[src/hdl/uart_de_regs.svh]
// Register indices, field positions, reset values and bit timing counts
`ifndef UART_DE_REGS_SVH
`define UART_DE_REGS_SVH

// Register indices; the APB byte address is four times the index
`define UDE_DATA_IDX 14'h0f40
`define UDE_STAT_IDX 14'h0f41
`define UDE_CTL0_IDX 14'h0f42
`define UDE_CTL1_IDX 14'h0f43
`define UDE_BAUDH_IDX 14'h0f46
`define UDE_BAUDL_IDX 14'h0f47

// serial_control_zero fields
`define UDE_TXON 7
`define UDE_RXON 6
`define UDE_CTSG 5
`define UDE_PARON 4
`define UDE_PARODD 3
`define UDE_BRK 2
`define UDE_STOP2 1
`define UDE_LOOP 0

// Second control register fields
`define UDE_DRIVER_ENABLE_POLARITY 0
`define UDE_MPON 1
`define UDE_MPSEND 2
`define UDE_TIMERON 3

// Reset values
`define UDE_CTL0_RST 8'h00
`define UDE_CTL1_RST 8'h00
`define UDE_BAUD_RST 16'h0004

// Sample-tick counts: 16 ticks per bit, setup waits 17, receive mid-bit at 8
`define UDE_BIT_LAST 5'h0f
`define UDE_SETUP_LAST 5'h10
`define UDE_RX_MID 5'h07
`define UDE_DATA_LAST 3'h7

`endif

[src/hdl/uart_de_pkg.sv]
// Types shared by the serial driver-enable control design
package uart_de_pkg;
   typedef enum logic [2:0] {
      TX_IDLE, TX_SETUP, TX_START, TX_DATA, TX_MP, TX_PARITY, TX_STOP, TX_DONE
   } tx_state_e;
   typedef enum logic [2:0] {
      RX_IDLE, RX_START, RX_DATA, RX_MP, RX_PARITY, RX_STOP
   } rx_state_e;
endpackage

[src/hdl/uart_driver_enable_control.sv]
// Serial transmit/receive slice with transceiver driver-enable envelope and APB registers
//
// Register access over APB was chosen for this implementation.
`timescale 1ns/100ps
`include "uart_de_regs.svh"
module uart_driver_enable_control (
   // Clock and reset
   input wire logic ref_clk,
   input wire logic rst_b,
   // APB slave
   input wire logic [15:0] paddr,
   input wire logic psel,
   input wire logic penable,
   input wire logic pwrite,
   input wire logic [31:0] pwdata,
   output logic [31:0] prdata,
   output logic pready,
   output logic pslverr,
   // Serial line and flow control
   output logic txd,
   input wire logic rxd,
   input wire logic cts_b,
   output logic tx_driver_enable,
   // Interrupt requests
   output logic txIrq,
   output logic rxIrq
);
   // Register state
   logic [7:0] serial_control_zero; // Transmit/receive enables and frame format
   logic [7:0] serial_control_one; // Polarity, multiprocessor and timer controls
   logic [15:0] baudDiv; // Sample-tick divisor
   logic sampleTick; // Sixteen ticks per bit period

   // Transmitter state
   uart_de_pkg::tx_state_e txState, next_txState;
   logic [7:0] txHold; // Byte waiting to be sent
   logic txFull; // Holding register occupied
   logic [7:0] txShift; // Byte being sent, LSB first
   logic txParity; // Parity of the byte being sent
   logic [2:0] txBitIdx; // Data bit counter
   logic txSecondStop; // Second stop bit in progress
   logic [4:0] subCnt; // Sample ticks within the current bit

   // Receiver state
   uart_de_pkg::rx_state_e rxState;
   logic [4:0] rxSub; // Sample ticks within the current bit
   logic [2:0] rxBitIdx; // Data bit counter
   logic [7:0] rxShift; // Assembling byte
   logic rxParAcc; // Running parity of received bits
   logic rxParBad; // Parity mismatch of the assembling byte
   logic rxMpBit; // Multiprocessor bit of the assembling byte
   logic [7:0] rxData; // Last complete byte
   logic rxReady, parityErr, framingErr, overrun; // Receive status
   logic first_byte_of_frame_flag; // Current byte opens a new frame
   logic multiproc_bit_received; // Last multiprocessor bit
   logic timerFlag; // Timer expiry while serial function is off
   logic skipClear; // A byte landed at the setup edge of a data read

   // Field decode
   wire logic transmitter_on = serial_control_zero[`UDE_TXON];
   wire logic rxOn = serial_control_zero[`UDE_RXON];
   wire logic clear_to_send_gating = serial_control_zero[`UDE_CTSG];
   wire logic parity_on = serial_control_zero[`UDE_PARON];
   wire logic parOdd = serial_control_zero[`UDE_PARODD];
   wire logic send_break = serial_control_zero[`UDE_BRK];
   wire logic twoStops = serial_control_zero[`UDE_STOP2];
   wire logic loopback_on = serial_control_zero[`UDE_LOOP];
   wire logic driver_enable_polarity = serial_control_one[`UDE_DRIVER_ENABLE_POLARITY];
   wire logic mpOn = serial_control_one[`UDE_MPON];
   wire logic mpSend = serial_control_one[`UDE_MPSEND];
   wire logic timerMode = serial_control_one[`UDE_TIMERON] & ~transmitter_on & ~rxOn;

   // APB decode; the slave never waits
   wire logic [13:0] wordIdx = paddr[15:2];
   wire logic aligned = (paddr[1:0] == 2'h0);
   wire logic hitData = aligned && (wordIdx == `UDE_DATA_IDX);
   wire logic hitStat = aligned && (wordIdx == `UDE_STAT_IDX);
   wire logic hitCtl0 = aligned && (wordIdx == `UDE_CTL0_IDX);
   wire logic hitCtl1 = aligned && (wordIdx == `UDE_CTL1_IDX);
   wire logic hitBaudH = aligned && (wordIdx == `UDE_BAUDH_IDX);
   wire logic hitBaudL = aligned && (wordIdx == `UDE_BAUDL_IDX);
   wire logic anyHit = hitData | hitStat | hitCtl0 | hitCtl1 | hitBaudH | hitBaudL;
   wire logic setupPhase = psel & ~penable;
   wire logic access = psel & penable;
   wire logic wrOk = access & pwrite & anyHit;
   wire logic txWrite = wrOk & hitData;
   wire logic rxRead = access & ~pwrite & hitData & ~skipClear;
   wire logic statRead = access & ~pwrite & hitStat;

   // Transmitter qualifiers
   wire logic ctsOk = ~clear_to_send_gating | ~cts_b;
   wire logic txGo = transmitter_on & txFull & ctsOk;
   wire logic [4:0] bitLast = (txState == uart_de_pkg::TX_SETUP) ? `UDE_SETUP_LAST
                                                                 : `UDE_BIT_LAST;
   wire logic txBitEnd = sampleTick && (subCnt == bitLast);
   wire logic stopEnd = txBitEnd && (txState == uart_de_pkg::TX_STOP) &&
                        (~twoStops | txSecondStop);
   wire logic txLoad = (txState == uart_de_pkg::TX_IDLE && next_txState == uart_de_pkg::TX_SETUP)
                    || (stopEnd && next_txState == uart_de_pkg::TX_START);
   // Envelope is on in every state but idle, including the one-cycle tail
   wire logic deActive = (txState != uart_de_pkg::TX_IDLE);

   // Status word; everything above bit 8 is reserved
   wire logic [31:0] statWord = {23'h000000, timerFlag, multiproc_bit_received,
                                 first_byte_of_frame_flag, overrun, framingErr,
                                 parityErr, ~deActive, ~txFull, rxReady};
   wire logic [31:0] readMux =
      hitData  ? {24'h000000, rxData} :
      hitStat  ? statWord :
      hitCtl0  ? {24'h000000, serial_control_zero} :
      hitCtl1  ? {24'h000000, serial_control_one} :
      hitBaudH ? {24'h000000, baudDiv[15:8]} :
      hitBaudL ? {24'h000000, baudDiv[7:0]} : 32'h00000000;

   // Receive line source, looped back from the transmitter when asked
   wire logic rxIn = loopback_on ? txd : rxd;
   wire logic [4:0] rxLast = (rxState == uart_de_pkg::RX_START) ? `UDE_RX_MID : `UDE_BIT_LAST;
   wire logic rxSample = sampleTick && (rxSub == rxLast);
   wire logic rxStore = rxSample && (rxState == uart_de_pkg::RX_STOP);

   // Baud divider
   uart_baud_tick uart_baud_tick_i (
      .ref_clk(ref_clk),
      .rst_b(rst_b),
      .divisor(baudDiv),
      .sampleTick(sampleTick)
   );

   assign pready = access;
   assign pslverr = access & ~anyHit;

   // Read data is latched in the setup cycle so it is stable through access
   always_ff @(posedge ref_clk) begin
      if (!rst_b) prdata <= 32'h00000000;
      else if (setupPhase && !pwrite) prdata <= readMux;
   end

   // Control registers; software keeps them still while the unit runs
   always_ff @(posedge ref_clk) begin
      if (!rst_b) begin
         serial_control_zero <= `UDE_CTL0_RST;
         serial_control_one <= `UDE_CTL1_RST;
         baudDiv <= `UDE_BAUD_RST;
      end else if (wrOk) begin
         if (hitCtl0) serial_control_zero <= pwdata[7:0];
         if (hitCtl1) serial_control_one <= pwdata[7:0];
         if (hitBaudH) baudDiv[15:8] <= pwdata[7:0];
         if (hitBaudL) baudDiv[7:0] <= pwdata[7:0];
      end
   end

   // Holding register: a new write wins over the load that empties it
   always_ff @(posedge ref_clk) begin
      if (!rst_b) begin
         txHold <= 8'h00;
         txFull <= 1'b0;
      end else if (txWrite) begin
         txHold <= pwdata[7:0];
         txFull <= 1'b1;
      end else if (txLoad) begin
         txFull <= 1'b0;
      end
   end

   // Transmit sequencing
   always_comb begin
      next_txState = txState;
      unique case (txState)
         uart_de_pkg::TX_IDLE: if (txGo) next_txState = uart_de_pkg::TX_SETUP;
         // Seventeen ticks from a free-running divider: over one bit, under two
         uart_de_pkg::TX_SETUP: if (txBitEnd) next_txState = uart_de_pkg::TX_START;
         uart_de_pkg::TX_START: if (txBitEnd) next_txState = uart_de_pkg::TX_DATA;
         uart_de_pkg::TX_DATA: begin
            if (txBitEnd && txBitIdx == `UDE_DATA_LAST) begin
               if (mpOn) next_txState = uart_de_pkg::TX_MP;
               else if (parity_on) next_txState = uart_de_pkg::TX_PARITY;
               else next_txState = uart_de_pkg::TX_STOP;
            end
         end
         uart_de_pkg::TX_MP: begin
            if (txBitEnd) begin
               next_txState = parity_on ? uart_de_pkg::TX_PARITY : uart_de_pkg::TX_STOP;
            end
         end
         uart_de_pkg::TX_PARITY: if (txBitEnd) next_txState = uart_de_pkg::TX_STOP;
         uart_de_pkg::TX_STOP: begin
            // A waiting byte goes straight to its start bit, envelope kept on
            if (stopEnd) next_txState = txGo ? uart_de_pkg::TX_START
                                             : uart_de_pkg::TX_DONE;
         end
         uart_de_pkg::TX_DONE: next_txState = uart_de_pkg::TX_IDLE;
      endcase
   end

   // Transmit state and bit timing
   always_ff @(posedge ref_clk) begin
      if (!rst_b) txState <= uart_de_pkg::TX_IDLE;
      else txState <= next_txState;
   end

   always_ff @(posedge ref_clk) begin
      if (!rst_b || txState == uart_de_pkg::TX_IDLE || txBitEnd) subCnt <= 5'h00;
      else if (sampleTick) subCnt <= subCnt + 5'h01;
   end

   // Shift register, parity and counters of the byte on the wire
   always_ff @(posedge ref_clk) begin
      if (!rst_b) begin
         txShift <= 8'h00;
         txParity <= 1'b0;
         txBitIdx <= 3'h0;
         txSecondStop <= 1'b0;
      end else if (txLoad) begin
         txShift <= txHold;
         txParity <= (^txHold) ^ parOdd;
         txBitIdx <= 3'h0;
         txSecondStop <= 1'b0;
      end else if (txBitEnd) begin
         if (txState == uart_de_pkg::TX_DATA) begin
            txShift <= {1'b0, txShift[7:1]};
            txBitIdx <= txBitIdx + 3'h1;
         end
         if (txState == uart_de_pkg::TX_STOP) txSecondStop <= 1'b1;
      end
   end

   // Line level per state; idle, setup and tail rest at mark
   wire logic lineBit =
      (txState == uart_de_pkg::TX_START) ? 1'b0 :
      (txState == uart_de_pkg::TX_DATA) ? txShift[0] :
      (txState == uart_de_pkg::TX_MP) ? mpSend :
      (txState == uart_de_pkg::TX_PARITY) ? txParity : 1'b1;

   // Line and envelope share one flop stage so their relative timing is exact
   always_ff @(posedge ref_clk) begin
      if (!rst_b) begin
         txd <= 1'b1;
         tx_driver_enable <= 1'b0;
      end else begin
         txd <= lineBit & ~send_break;
         tx_driver_enable <= deActive ^ driver_enable_polarity;
      end
   end

   // Receive sequencing at sixteen samples per bit
   always_ff @(posedge ref_clk) begin
      if (!rst_b || !rxOn) begin
         rxState <= uart_de_pkg::RX_IDLE;
      end else begin
         unique case (rxState)
            uart_de_pkg::RX_IDLE: if (!rxIn) rxState <= uart_de_pkg::RX_START;
            uart_de_pkg::RX_START: begin
               // A glitch shorter than half a bit is dropped here
               if (rxSample) rxState <= rxIn ? uart_de_pkg::RX_IDLE : uart_de_pkg::RX_DATA;
            end
            uart_de_pkg::RX_DATA: begin
               if (rxSample && rxBitIdx == `UDE_DATA_LAST) begin
                  if (mpOn) rxState <= uart_de_pkg::RX_MP;
                  else if (parity_on) rxState <= uart_de_pkg::RX_PARITY;
                  else rxState <= uart_de_pkg::RX_STOP;
               end
            end
            uart_de_pkg::RX_MP: begin
               if (rxSample) begin
                  rxState <= parity_on ? uart_de_pkg::RX_PARITY : uart_de_pkg::RX_STOP;
               end
            end
            uart_de_pkg::RX_PARITY: if (rxSample) rxState <= uart_de_pkg::RX_STOP;
            uart_de_pkg::RX_STOP: if (rxSample) rxState <= uart_de_pkg::RX_IDLE;
            default: rxState <= uart_de_pkg::RX_IDLE;
         endcase
      end
   end

   // Receive sample counter and byte assembly
   always_ff @(posedge ref_clk) begin
      if (!rst_b || rxState == uart_de_pkg::RX_IDLE) begin
         rxSub <= 5'h00;
         rxBitIdx <= 3'h0;
         rxParAcc <= 1'b0;
         rxParBad <= 1'b0;
         rxMpBit <= 1'b0;
         if (!rst_b) rxShift <= 8'h00;
      end else if (rxSample) begin
         rxSub <= 5'h00;
         if (rxState == uart_de_pkg::RX_DATA) begin
            rxShift <= {rxIn, rxShift[7:1]};
            rxBitIdx <= rxBitIdx + 3'h1;
            rxParAcc <= rxParAcc ^ rxIn;
         end
         if (rxState == uart_de_pkg::RX_MP) rxMpBit <= rxIn;
         if (rxState == uart_de_pkg::RX_PARITY) rxParBad <= rxParAcc ^ rxIn ^ parOdd;
      end else if (sampleTick) begin
         rxSub <= rxSub + 5'h01;
      end
   end

   // Receive status: a byte landing in the read cycle wins over the clear
   always_ff @(posedge ref_clk) begin
      if (!rst_b) begin
         rxData <= 8'h00;
         rxReady <= 1'b0;
         parityErr <= 1'b0;
         framingErr <= 1'b0;
         overrun <= 1'b0;
         first_byte_of_frame_flag <= 1'b0;
         multiproc_bit_received <= 1'b0;
      end else if (rxStore) begin
         rxData <= rxShift;
         rxReady <= 1'b1;
         parityErr <= rxParBad;
         framingErr <= ~rxIn;
         overrun <= rxReady & ~rxRead;
         first_byte_of_frame_flag <= mpOn & rxMpBit;
         multiproc_bit_received <= mpOn & rxMpBit;
      end else if (rxRead) begin
         rxReady <= 1'b0;
         parityErr <= 1'b0;
         framingErr <= 1'b0;
         overrun <= 1'b0;
         first_byte_of_frame_flag <= 1'b0;
         multiproc_bit_received <= 1'b0;
      end
   end

   // Guard against clearing a byte that arrived after its data was latched
   always_ff @(posedge ref_clk) begin
      if (!rst_b) skipClear <= 1'b0;
      else if (setupPhase) skipClear <= rxStore;
   end

   // Timer mode: each divider period sets the flag, status read clears it
   always_ff @(posedge ref_clk) begin
      if (!rst_b) timerFlag <= 1'b0;
      else if (timerMode && sampleTick) timerFlag <= 1'b1;
      else if (statRead) timerFlag <= 1'b0;
   end

   // Two interrupt lines, level until serviced
   always_ff @(posedge ref_clk) begin
      if (!rst_b) begin
         txIrq <= 1'b0;
         rxIrq <= 1'b0;
      end else begin
         txIrq <= transmitter_on & ~txFull;
         rxIrq <= (rxOn & rxReady) | timerFlag;
      end
   end

   // Cycles the envelope has been on, for the setup-time check
   logic [23:0] deCycles;
   always_ff @(posedge ref_clk) begin
      if (!rst_b || !deActive) deCycles <= 24'h000000;
      else if (deCycles != 24'hffffff) deCycles <= deCycles + 24'h000001;
   end
   wire logic [23:0] oneBit = {4'h0, baudDiv, 4'h0};

   // Parity of the data bits already shifted onto the line, kept apart from txParity
   logic sentPar;
   always_ff @(posedge ref_clk) begin
      if (!rst_b || txLoad) sentPar <= 1'b0;
      else if (txBitEnd && txState == uart_de_pkg::TX_DATA) sentPar <= sentPar ^ txShift[0];
   end
endmodule

[src/hdl/uart_baud_tick.sv]
// Baud divider giving a one-cycle sample enable every divisor clocks
`timescale 1ns/100ps
module uart_baud_tick (
   // Clock and reset
   input wire logic ref_clk,
   input wire logic rst_b,
   // Divisor, zero is treated as one
   input wire logic [15:0] divisor,
   // One-cycle enable at sixteen times the bit rate
   output logic sampleTick
);
   logic [15:0] count; // Cycles since last tick
   wire logic [15:0] lastCount = (divisor == 16'h0000) ? 16'h0000 : divisor - 16'h0001;
   wire logic atLast = (count >= lastCount);

   // Free-running divider; a lowered divisor ends the period at once
   always_ff @(posedge ref_clk) begin
      if (!rst_b) begin
         count <= 16'h0000;
         sampleTick <= 1'b0;
      end else begin
         count <= atLast ? 16'h0000 : count + 16'h0001;
         sampleTick <= atLast;
      end
   end
endmodule

[config.mk]
export PLATFORM = sky130hd
export DESIGN_NAME = uart_driver_enable_control
export DESIGN_NICKNAME = d
export VERILOG_FILES = /design/src/hdl/uart_de_pkg.sv /design/src/hdl/uart_driver_enable_control.sv /design/src/hdl/uart_baud_tick.sv
export VERILOG_INCLUDE_DIRS = /design/src /design/src/hdl
export SDC_FILE = /design/constraint.sdc
export NUM_CORES = 1
export LEC_CHECK = 0
export BUFFER_PORTS_ARGS = -buffer_cell sky130_fd_sc_hd__buf_2
export CAP_MARGIN = 20
export CORE_MARGIN = 2
export CORE_UTILIZATION = 55
export CTS_CLUSTER_DIAMETER = 40
export DETAILED_ROUTE_END_ITERATION = 8
export GPL_TIMING_DRIVEN = 0
export PLACE_DENSITY_LB_ADDON = 0.1
export SETUP_SLACK_MARGIN = 0.1
export SLEW_MARGIN = 10
export SYNTH_ARGS = -nofsm -noshare
export SYNTH_HDL_FRONTEND = slang
export SYNTH_SLANG_ARGS = --single-unit
[constraint.sdc]
create_clock -name ref_clk -period 3.79 [get_ports ref_clk]
set_clock_uncertainty 0.15 [all_clocks]
set_input_delay 0.379 -clock ref_clk [delete_from_list [all_inputs] [get_ports ref_clk]]
set_output_delay 0.379 -clock ref_clk [all_outputs]
set_load 0.02 [all_outputs]
==> results of run 1 <==
## logic make-up (layout without fill, tap and decap cells)
group | Yosys count | count (layout) | share of synthesized area
buffers and inverters | 69 | 146 | 0.0522
AO/OA/AOI/OAI | 128 | 128 | 0.123
other | 1 | 23 | 0.000542
adder cells (fa/ha/maj) | 25 | 25 | 0.0452
AND/OR/NAND/NOR | 313 | 313 | 0.240
XOR/XNOR | 47 | 47 | 0.0595
multiplexers | 65 | 65 | 0.0947
flip-flops | 129 | 129 | 0.385
## path summary, 6_finish.rpt
kind	from	to	slack (ps)	cells after the start
setup / recovery	baudDiv[2]	uart_baud_tick_i.count[13]	330	13
hold / removal	pwdata[1]	serial_control_zero[1]	190	3
setup reg to reg	baudDiv[2]	uart_baud_tick_i.count[13]	330	13
hold reg to reg	uart_baud_tick_i.count[0]	uart_baud_tick_i.count[0]	310	1
## worst register-to-register path, delay by kind of cell (launching register included)
kind | cells | cell delay [ps]
xor+xnor | 1 | 170
simple gates | 6 | 1130
compound gates | 4 | 900
fa+ha+maj | 1 | 320
flops | 1 | 370
buf+inv | 1 | 300
## what timing repair did
action | CTS | global route
setup endpoints to repair | 9 | 15
pin swaps | 0 | 1
buffers inserted | 0 | 3
resized for setup | 1 | 5
## power by group through the flow
stage	sequential, mW	combinational, mW	clock [mW]
floorplan	1.44	0.186	0
global placement	1.44	0.259	0
detailed placement	1.44	0.264	0
CTS	1.41	0.268	1.66
global route	1.41	0.297	1.72
finish	1.41	0.270	1.65
## through the flow
step	instance area [sq um]	instances
2_1_floorplan	7000	799
3_3_place_gp	7430	1010
3_5_place_dp	7430	1010
4_1_cts	8030	1041
5_1_grt	8060	1044
6_report	8060	1044
## final cells by class
cell class | instances | area [sq um]
Tap cell | 168 | 210
Inverter | 14 | 52.6
Sequential cell | 129 | 2660
Clock inverter | 13 | 163
Fill cell | 1066 | 4100
Buffer | 55 | 312
Clock buffer | 18 | 429
Timing Repair Buffer | 46 | 238
Multi-Input combinational cell | 601 | 3990
## registers in the layout, summed over array words and instances (netlist names), 5 cells and up
| register | cells |
|---|---|
| baudDiv | 16 |
| uart_baud_tick_i.count | 16 |
| prdata | 9 |
| rxData | 8 |
| rxShift | 8 |
| serial_control_one | 8 |
| serial_control_zero | 8 |
| txHold | 8 |
| txShift | 8 |
| rxSub | 5 |
| subCnt | 5 |
## synth_stat cells (19+ instances only)
library cell  number  area [sq um]
ha_1              25           313
nor2b_1           52           325
a21oi_1           29           145
o21ai_0           21           105
mux2i_1           61           611
nor2_1            69           259
buf_4             25           188
xnor2_1           23           201
nand3_1           19          95.1
dfxtp_1          121          2420
clkbuf_1          22          82.6
nand2_1           80           300
a21boi_0          24           180
xor2_1            24           210
## routing by layer
layer / up-vias / GRT usage / wire length, um
met4: 0 / 0.0738 / 149
met3: 16 / 0.0618 / 1110
met2: 186 / 0.428 / 8060
li1: 2846 / - / -
met1: 2787 / 0.340 / 7700
met5: - / 0 / 0
==> reports/qor.csv, run 1 <==
metric,value,unit
fin_tns_setup,0,ps
die_h,116,um
final_max_slew_viol_count,0,
max_slew_margin,0.413,
critical_path_buf_inv_count,1,
cellPowerDensity,413,mW/mm^2
fin_crit_sh,0.913,
grt_max_degree,17,
drtIter0Drc,406,
overflow,0,
start_util,0.569,
crit_type,reg -> reg,
power.total,3.33,mW
timing.fmax,289,MHz
setup_ws,332,ps
cts_tree,yes,
period_needed,3460,ps
combPwrFrac,0.081,
postSynth.asyncResetShare,0,
dp_slack,83.1,ps
hpwl,12400,um
grt_pass1_vias,5402,
vias,5835,
syn2layout_area_growth,16.4,%
clock_power_share,0.495,
core_area,0.0122,sq mm
path_max_fanout,10,
tightest_slew,872,ps
ys_seq_area_frac,0.385,
end_kind,flip-flop,
cts-root-buf,clkbuf_16,
cts.sinks,129,
cp.required,3940,ps
p_leak,3.34,nW
crit_top_cell,nand2_1,
path_cells,"nor4_2, nand2_1, nor3_1, xor2_1, nand2_1, ha_1, nand2_1, o21ai_0, a211oi_1, o21a_1, o21ai_1, clkbuf_2, nor2_1",
power_frac_seq,0.424,
ys_types,65,
rsz0062_at_grt,false,
whs,191,ps
path_delay_family,simple AND/OR/NAND/NOR gates,
rows,40,
synth_area,0.00692,sq mm
grt_usage,0.259,
slowest_delay,480,ps
gp_congestion,0.905,
nets,944,
startpoint_type,flip-flop,
port_buffers,43,
critPathSlowestCell,nor4_2,
antennaDiodeCount,0,
vias_per_cell,5.59,
hold_violations,0,
arrival,3610,ps
grt_pass1_wl,26900,um
fp.dieW,116,um
clock_path_buffers,2,
routed_wl,17000,um
drc,0,
setup_violations,0,
hold_path_class,in -> reg,
avgRoutedWirePerCell,16.3,um
p_int,2.53,mW
antenna_left,0,
io_pins,93,
final_common_cell,dfxtp_1,
antenna_found_initial,0,
cap_violations,0,
ys_seq_elements,129,
synth_top_flop_cell,dfxtp_1,
h-tree-depth,4,
path_clk_slew,60,ps
mostFrequentLayoutCells,"dfxtp_1, nand2_1, nor2_1, mux2i_1, nor2b_1",
numCtsBuffers,17,
syn_inst,777,
run_status,completed,
hold_buffers,0,
dieArea,0.0135,sq mm
peakVddDrop,0.000289,V
switching_share,0.241,
utilization,0.663,
synth-edff-count,8,
avgSynthCellArea,8.91,sq um
switching_power,0.803,mW
insertion_delay,410,ps
layout-drive-gt1-share,0.148,
yosysWarnings,0,
drt_first_pass_iters,5,
Power figures use the tool's default switching activity.
==> inputs of run 2 (changes only) <==
--- a/config.mk
+++ b/config.mk
@@ -10,11 +10,11 @@
 export CAP_MARGIN = 20
 export CORE_MARGIN = 2
 export CORE_UTILIZATION = 55
+export CTS_BUF_LIST = sky130_fd_sc_hd__clkbuf_16
 export CTS_CLUSTER_DIAMETER = 40
 export DETAILED_ROUTE_END_ITERATION = 8
 export GPL_TIMING_DRIVEN = 0
-export PLACE_DENSITY_LB_ADDON = 0.1
-export SETUP_SLACK_MARGIN = 0.1
+export PLACE_DENSITY = 0.87
 export SLEW_MARGIN = 10
 export SYNTH_ARGS = -nofsm -noshare
 export SYNTH_HDL_FRONTEND = slang
==> run 2 against run 1 <==
Against the previous run:
- non-clock buffer count decreased by 3
- register-to-register slack about the same
- flip-flop and latch count unchanged
- core utilization decreased by 0.31 points
- routed wire length decreased by 2.6%
- sequential power about the same
- global-route usage decreased by 0.51 points
- first-iteration DRC count increased by 38%
- total power decreased by 1.0%
- via count increased by 0.98%
==> reports/qor.csv, run 2 (synthesis gave the netlist of run 1 again) <==
metric,value,unit
run_status,completed,
numCtsBuffers,17,
cellPowerDensity,411,mW/mm^2
switching_power,0.783,mW
syn2layout_area_growth,15.9,%
r2r-start,baudDiv[0],
antenna_left,0,
h-tree-depth,4,
setup_violations,0,
holdPathEnd,baudDiv[2],
die_h,116,um
switching_share,0.238,
antennaDiodeCount,0,
peakVddDrop,0.000337,V
reg2reg_depth,14,
arrival,3610,ps
power.total,3.30,mW
dp_slack,136,ps
layout-drive-gt1-share,0.141,
power_frac_seq,0.428,
mostFrequentLayoutCells,"dfxtp_1, nand2_1, nor2_1, mux2i_1, nor2b_1",
overflow,0,
core_area,0.0122,sq mm
fin_crit_sh,0.911,
final_common_cell,dfxtp_1,
cts_tree,yes,
drc,0,
p_leak,3.33,nW
grt_max_degree,17,
insertion_delay,420,ps
hpwl,11700,um
rows,40,
rsz0062_at_grt,false,
cp.required,3940,ps
routed_wl,16600,um
drt_first_pass_iters,5,
port_buffers,43,
io_pins,93,
path_max_fanout,10,
min-delay-start,pwdata[2],
cts.sinks,129,
tightest_slew,833,ps
vias_per_cell,5.65,
period_needed,3450,ps
reg2reg_slack,340,ps
r2r_end,uart_baud_tick_i.count[15],
p_int,2.51,mW
min_path_cells,3,
top_regs,"baudDiv (16), uart_baud_tick_i.count (16), prdata (9)",
cts_setup_buffers,0,
multiInputGateArea,0.00399,sq mm
avgRoutedWirePerCell,15.9,um
fp.dieW,116,um
fin_tns_setup,0,ps
dieArea,0.0135,sq mm
cap_violations,0,
final_max_slew_viol_count,0,
cts-root-buf,clkbuf_16,
path_clk_slew,60,ps
grt_usage,0.254,
drtIter0Drc,561,
hold_path_class,in -> reg,
clock_power_share,0.488,
grt_pass1_vias,5391,
hold_violations,0,
seq_area,0.00266,sq mm
max_slew_margin,0.440,
startpoint_type,flip-flop,
nets,941,
setup_ws,337,ps
grt_pass1_wl,26500,um
fillers,934,
final_area,0.00802,sq mm
antenna_found_initial,0,
crit_type,reg -> reg,
start_util,0.569,
combPwrFrac,0.083,
gp_congestion,0.887,
end_kind,flip-flop,
clock_path_buffers,2,
timing.fmax,290,MHz
vias,5892,
postPlaceCellArea,0.00743,sq mm
[run 2: changes by cell type in the layout (fill, tap and decap cells not counted)]
cell / previous run / this run
clkbuf_2: 2 / 1
clkinv_1: 0 / 3
inv_1: 14 / 16
buf_4: 28 / 25
clkinv_4: 2 / 1
clkinv_2: 3 / 4
clkinvlp_4: 3 / 2
inv_6: 2 / 0
[run 2: worst max-delay path: stages, from the launching register on]
cell	delay (ps)
dfxtp_1	410
inv_1	100
ha_1	210
nor2b_1	130
nand4_1	200
clkbuf_1	350
nand2_1	110
ha_1	330
nand2_1	50
o21ai_0	300
a211oi_1	100
o21a_1	130
o21ai_1	360
clkbuf_2	310
nor2_1	80
[run 2: stage by stage]
stage                     hold slack, ps   util  cells
after CTS                            156  0.658   1042
after floorplan                      275      -    799
after global routing                 164  0.659   1042
after detailed placement             308  0.611   1010
final                                172  0.659   1042
after global placement               291  0.611   1010
[run 2: layout make-up]
type | instances | share of cell area
clock inverters | 15 | 0.0190
well taps | 168 | 0.0262
inverters | 14 | 0.00655
clock buffers | 17 | 0.0530
repair buffers | 43 | 0.0268
plain buffers | 55 | 0.0387
multi-input cells | 601 | 0.498
flip-flops and latches | 129 | 0.332
[run 2: routing by layer]
metal | part of all wire | vias to the layer above | GRT usage | routed length (um)
met5 | 0 | - | 0 | 0
met4 | 0.025 | 0 | 0.101 | 411
met3 | 0.072 | 46 | 0.0633 | 1190
met2 | 0.47 | 240 | 0.407 | 7720
met1 | 0.44 | 2760 | 0.330 | 7260
li1 | - | 2846 | - | -
[run 2: how the worst max path moves through the flow]
stage | startpoint | depth (start not counted) | to
2_1_floorplan | baudDiv[2] | 13 | uart_baud_tick_i.count[10]
3_3_place_gp | baudDiv[2] | 13 | uart_baud_tick_i.count[12]
3_5_place_dp | baudDiv[2] | 13 | uart_baud_tick_i.count[15]
4_1_cts | baudDiv[2] | 13 | uart_baud_tick_i.count[10]
5_1_grt | baudDiv[0] | 14 | uart_baud_tick_i.count[15]
6_report | baudDiv[0] | 14 | uart_baud_tick_i.count[15]
[run 2: repair_timing]
action	4_1_cts	5_1_grt
gates resized for setup	0	4
endpoints found under the setup margin	0	11
hold buffers	0	0
[run 2: power by group through the flow]
stage          registers (mW)  logic (mW)  clock network (mW)
4_1_cts                  1.41       0.272                1.62
6_report                 1.41       0.275                1.61
3_5_place_dp             1.44       0.264                   0
5_1_grt                  1.41       0.300                1.68
2_1_floorplan            1.44       0.186                   0
3_3_place_gp             1.44       0.258                   0
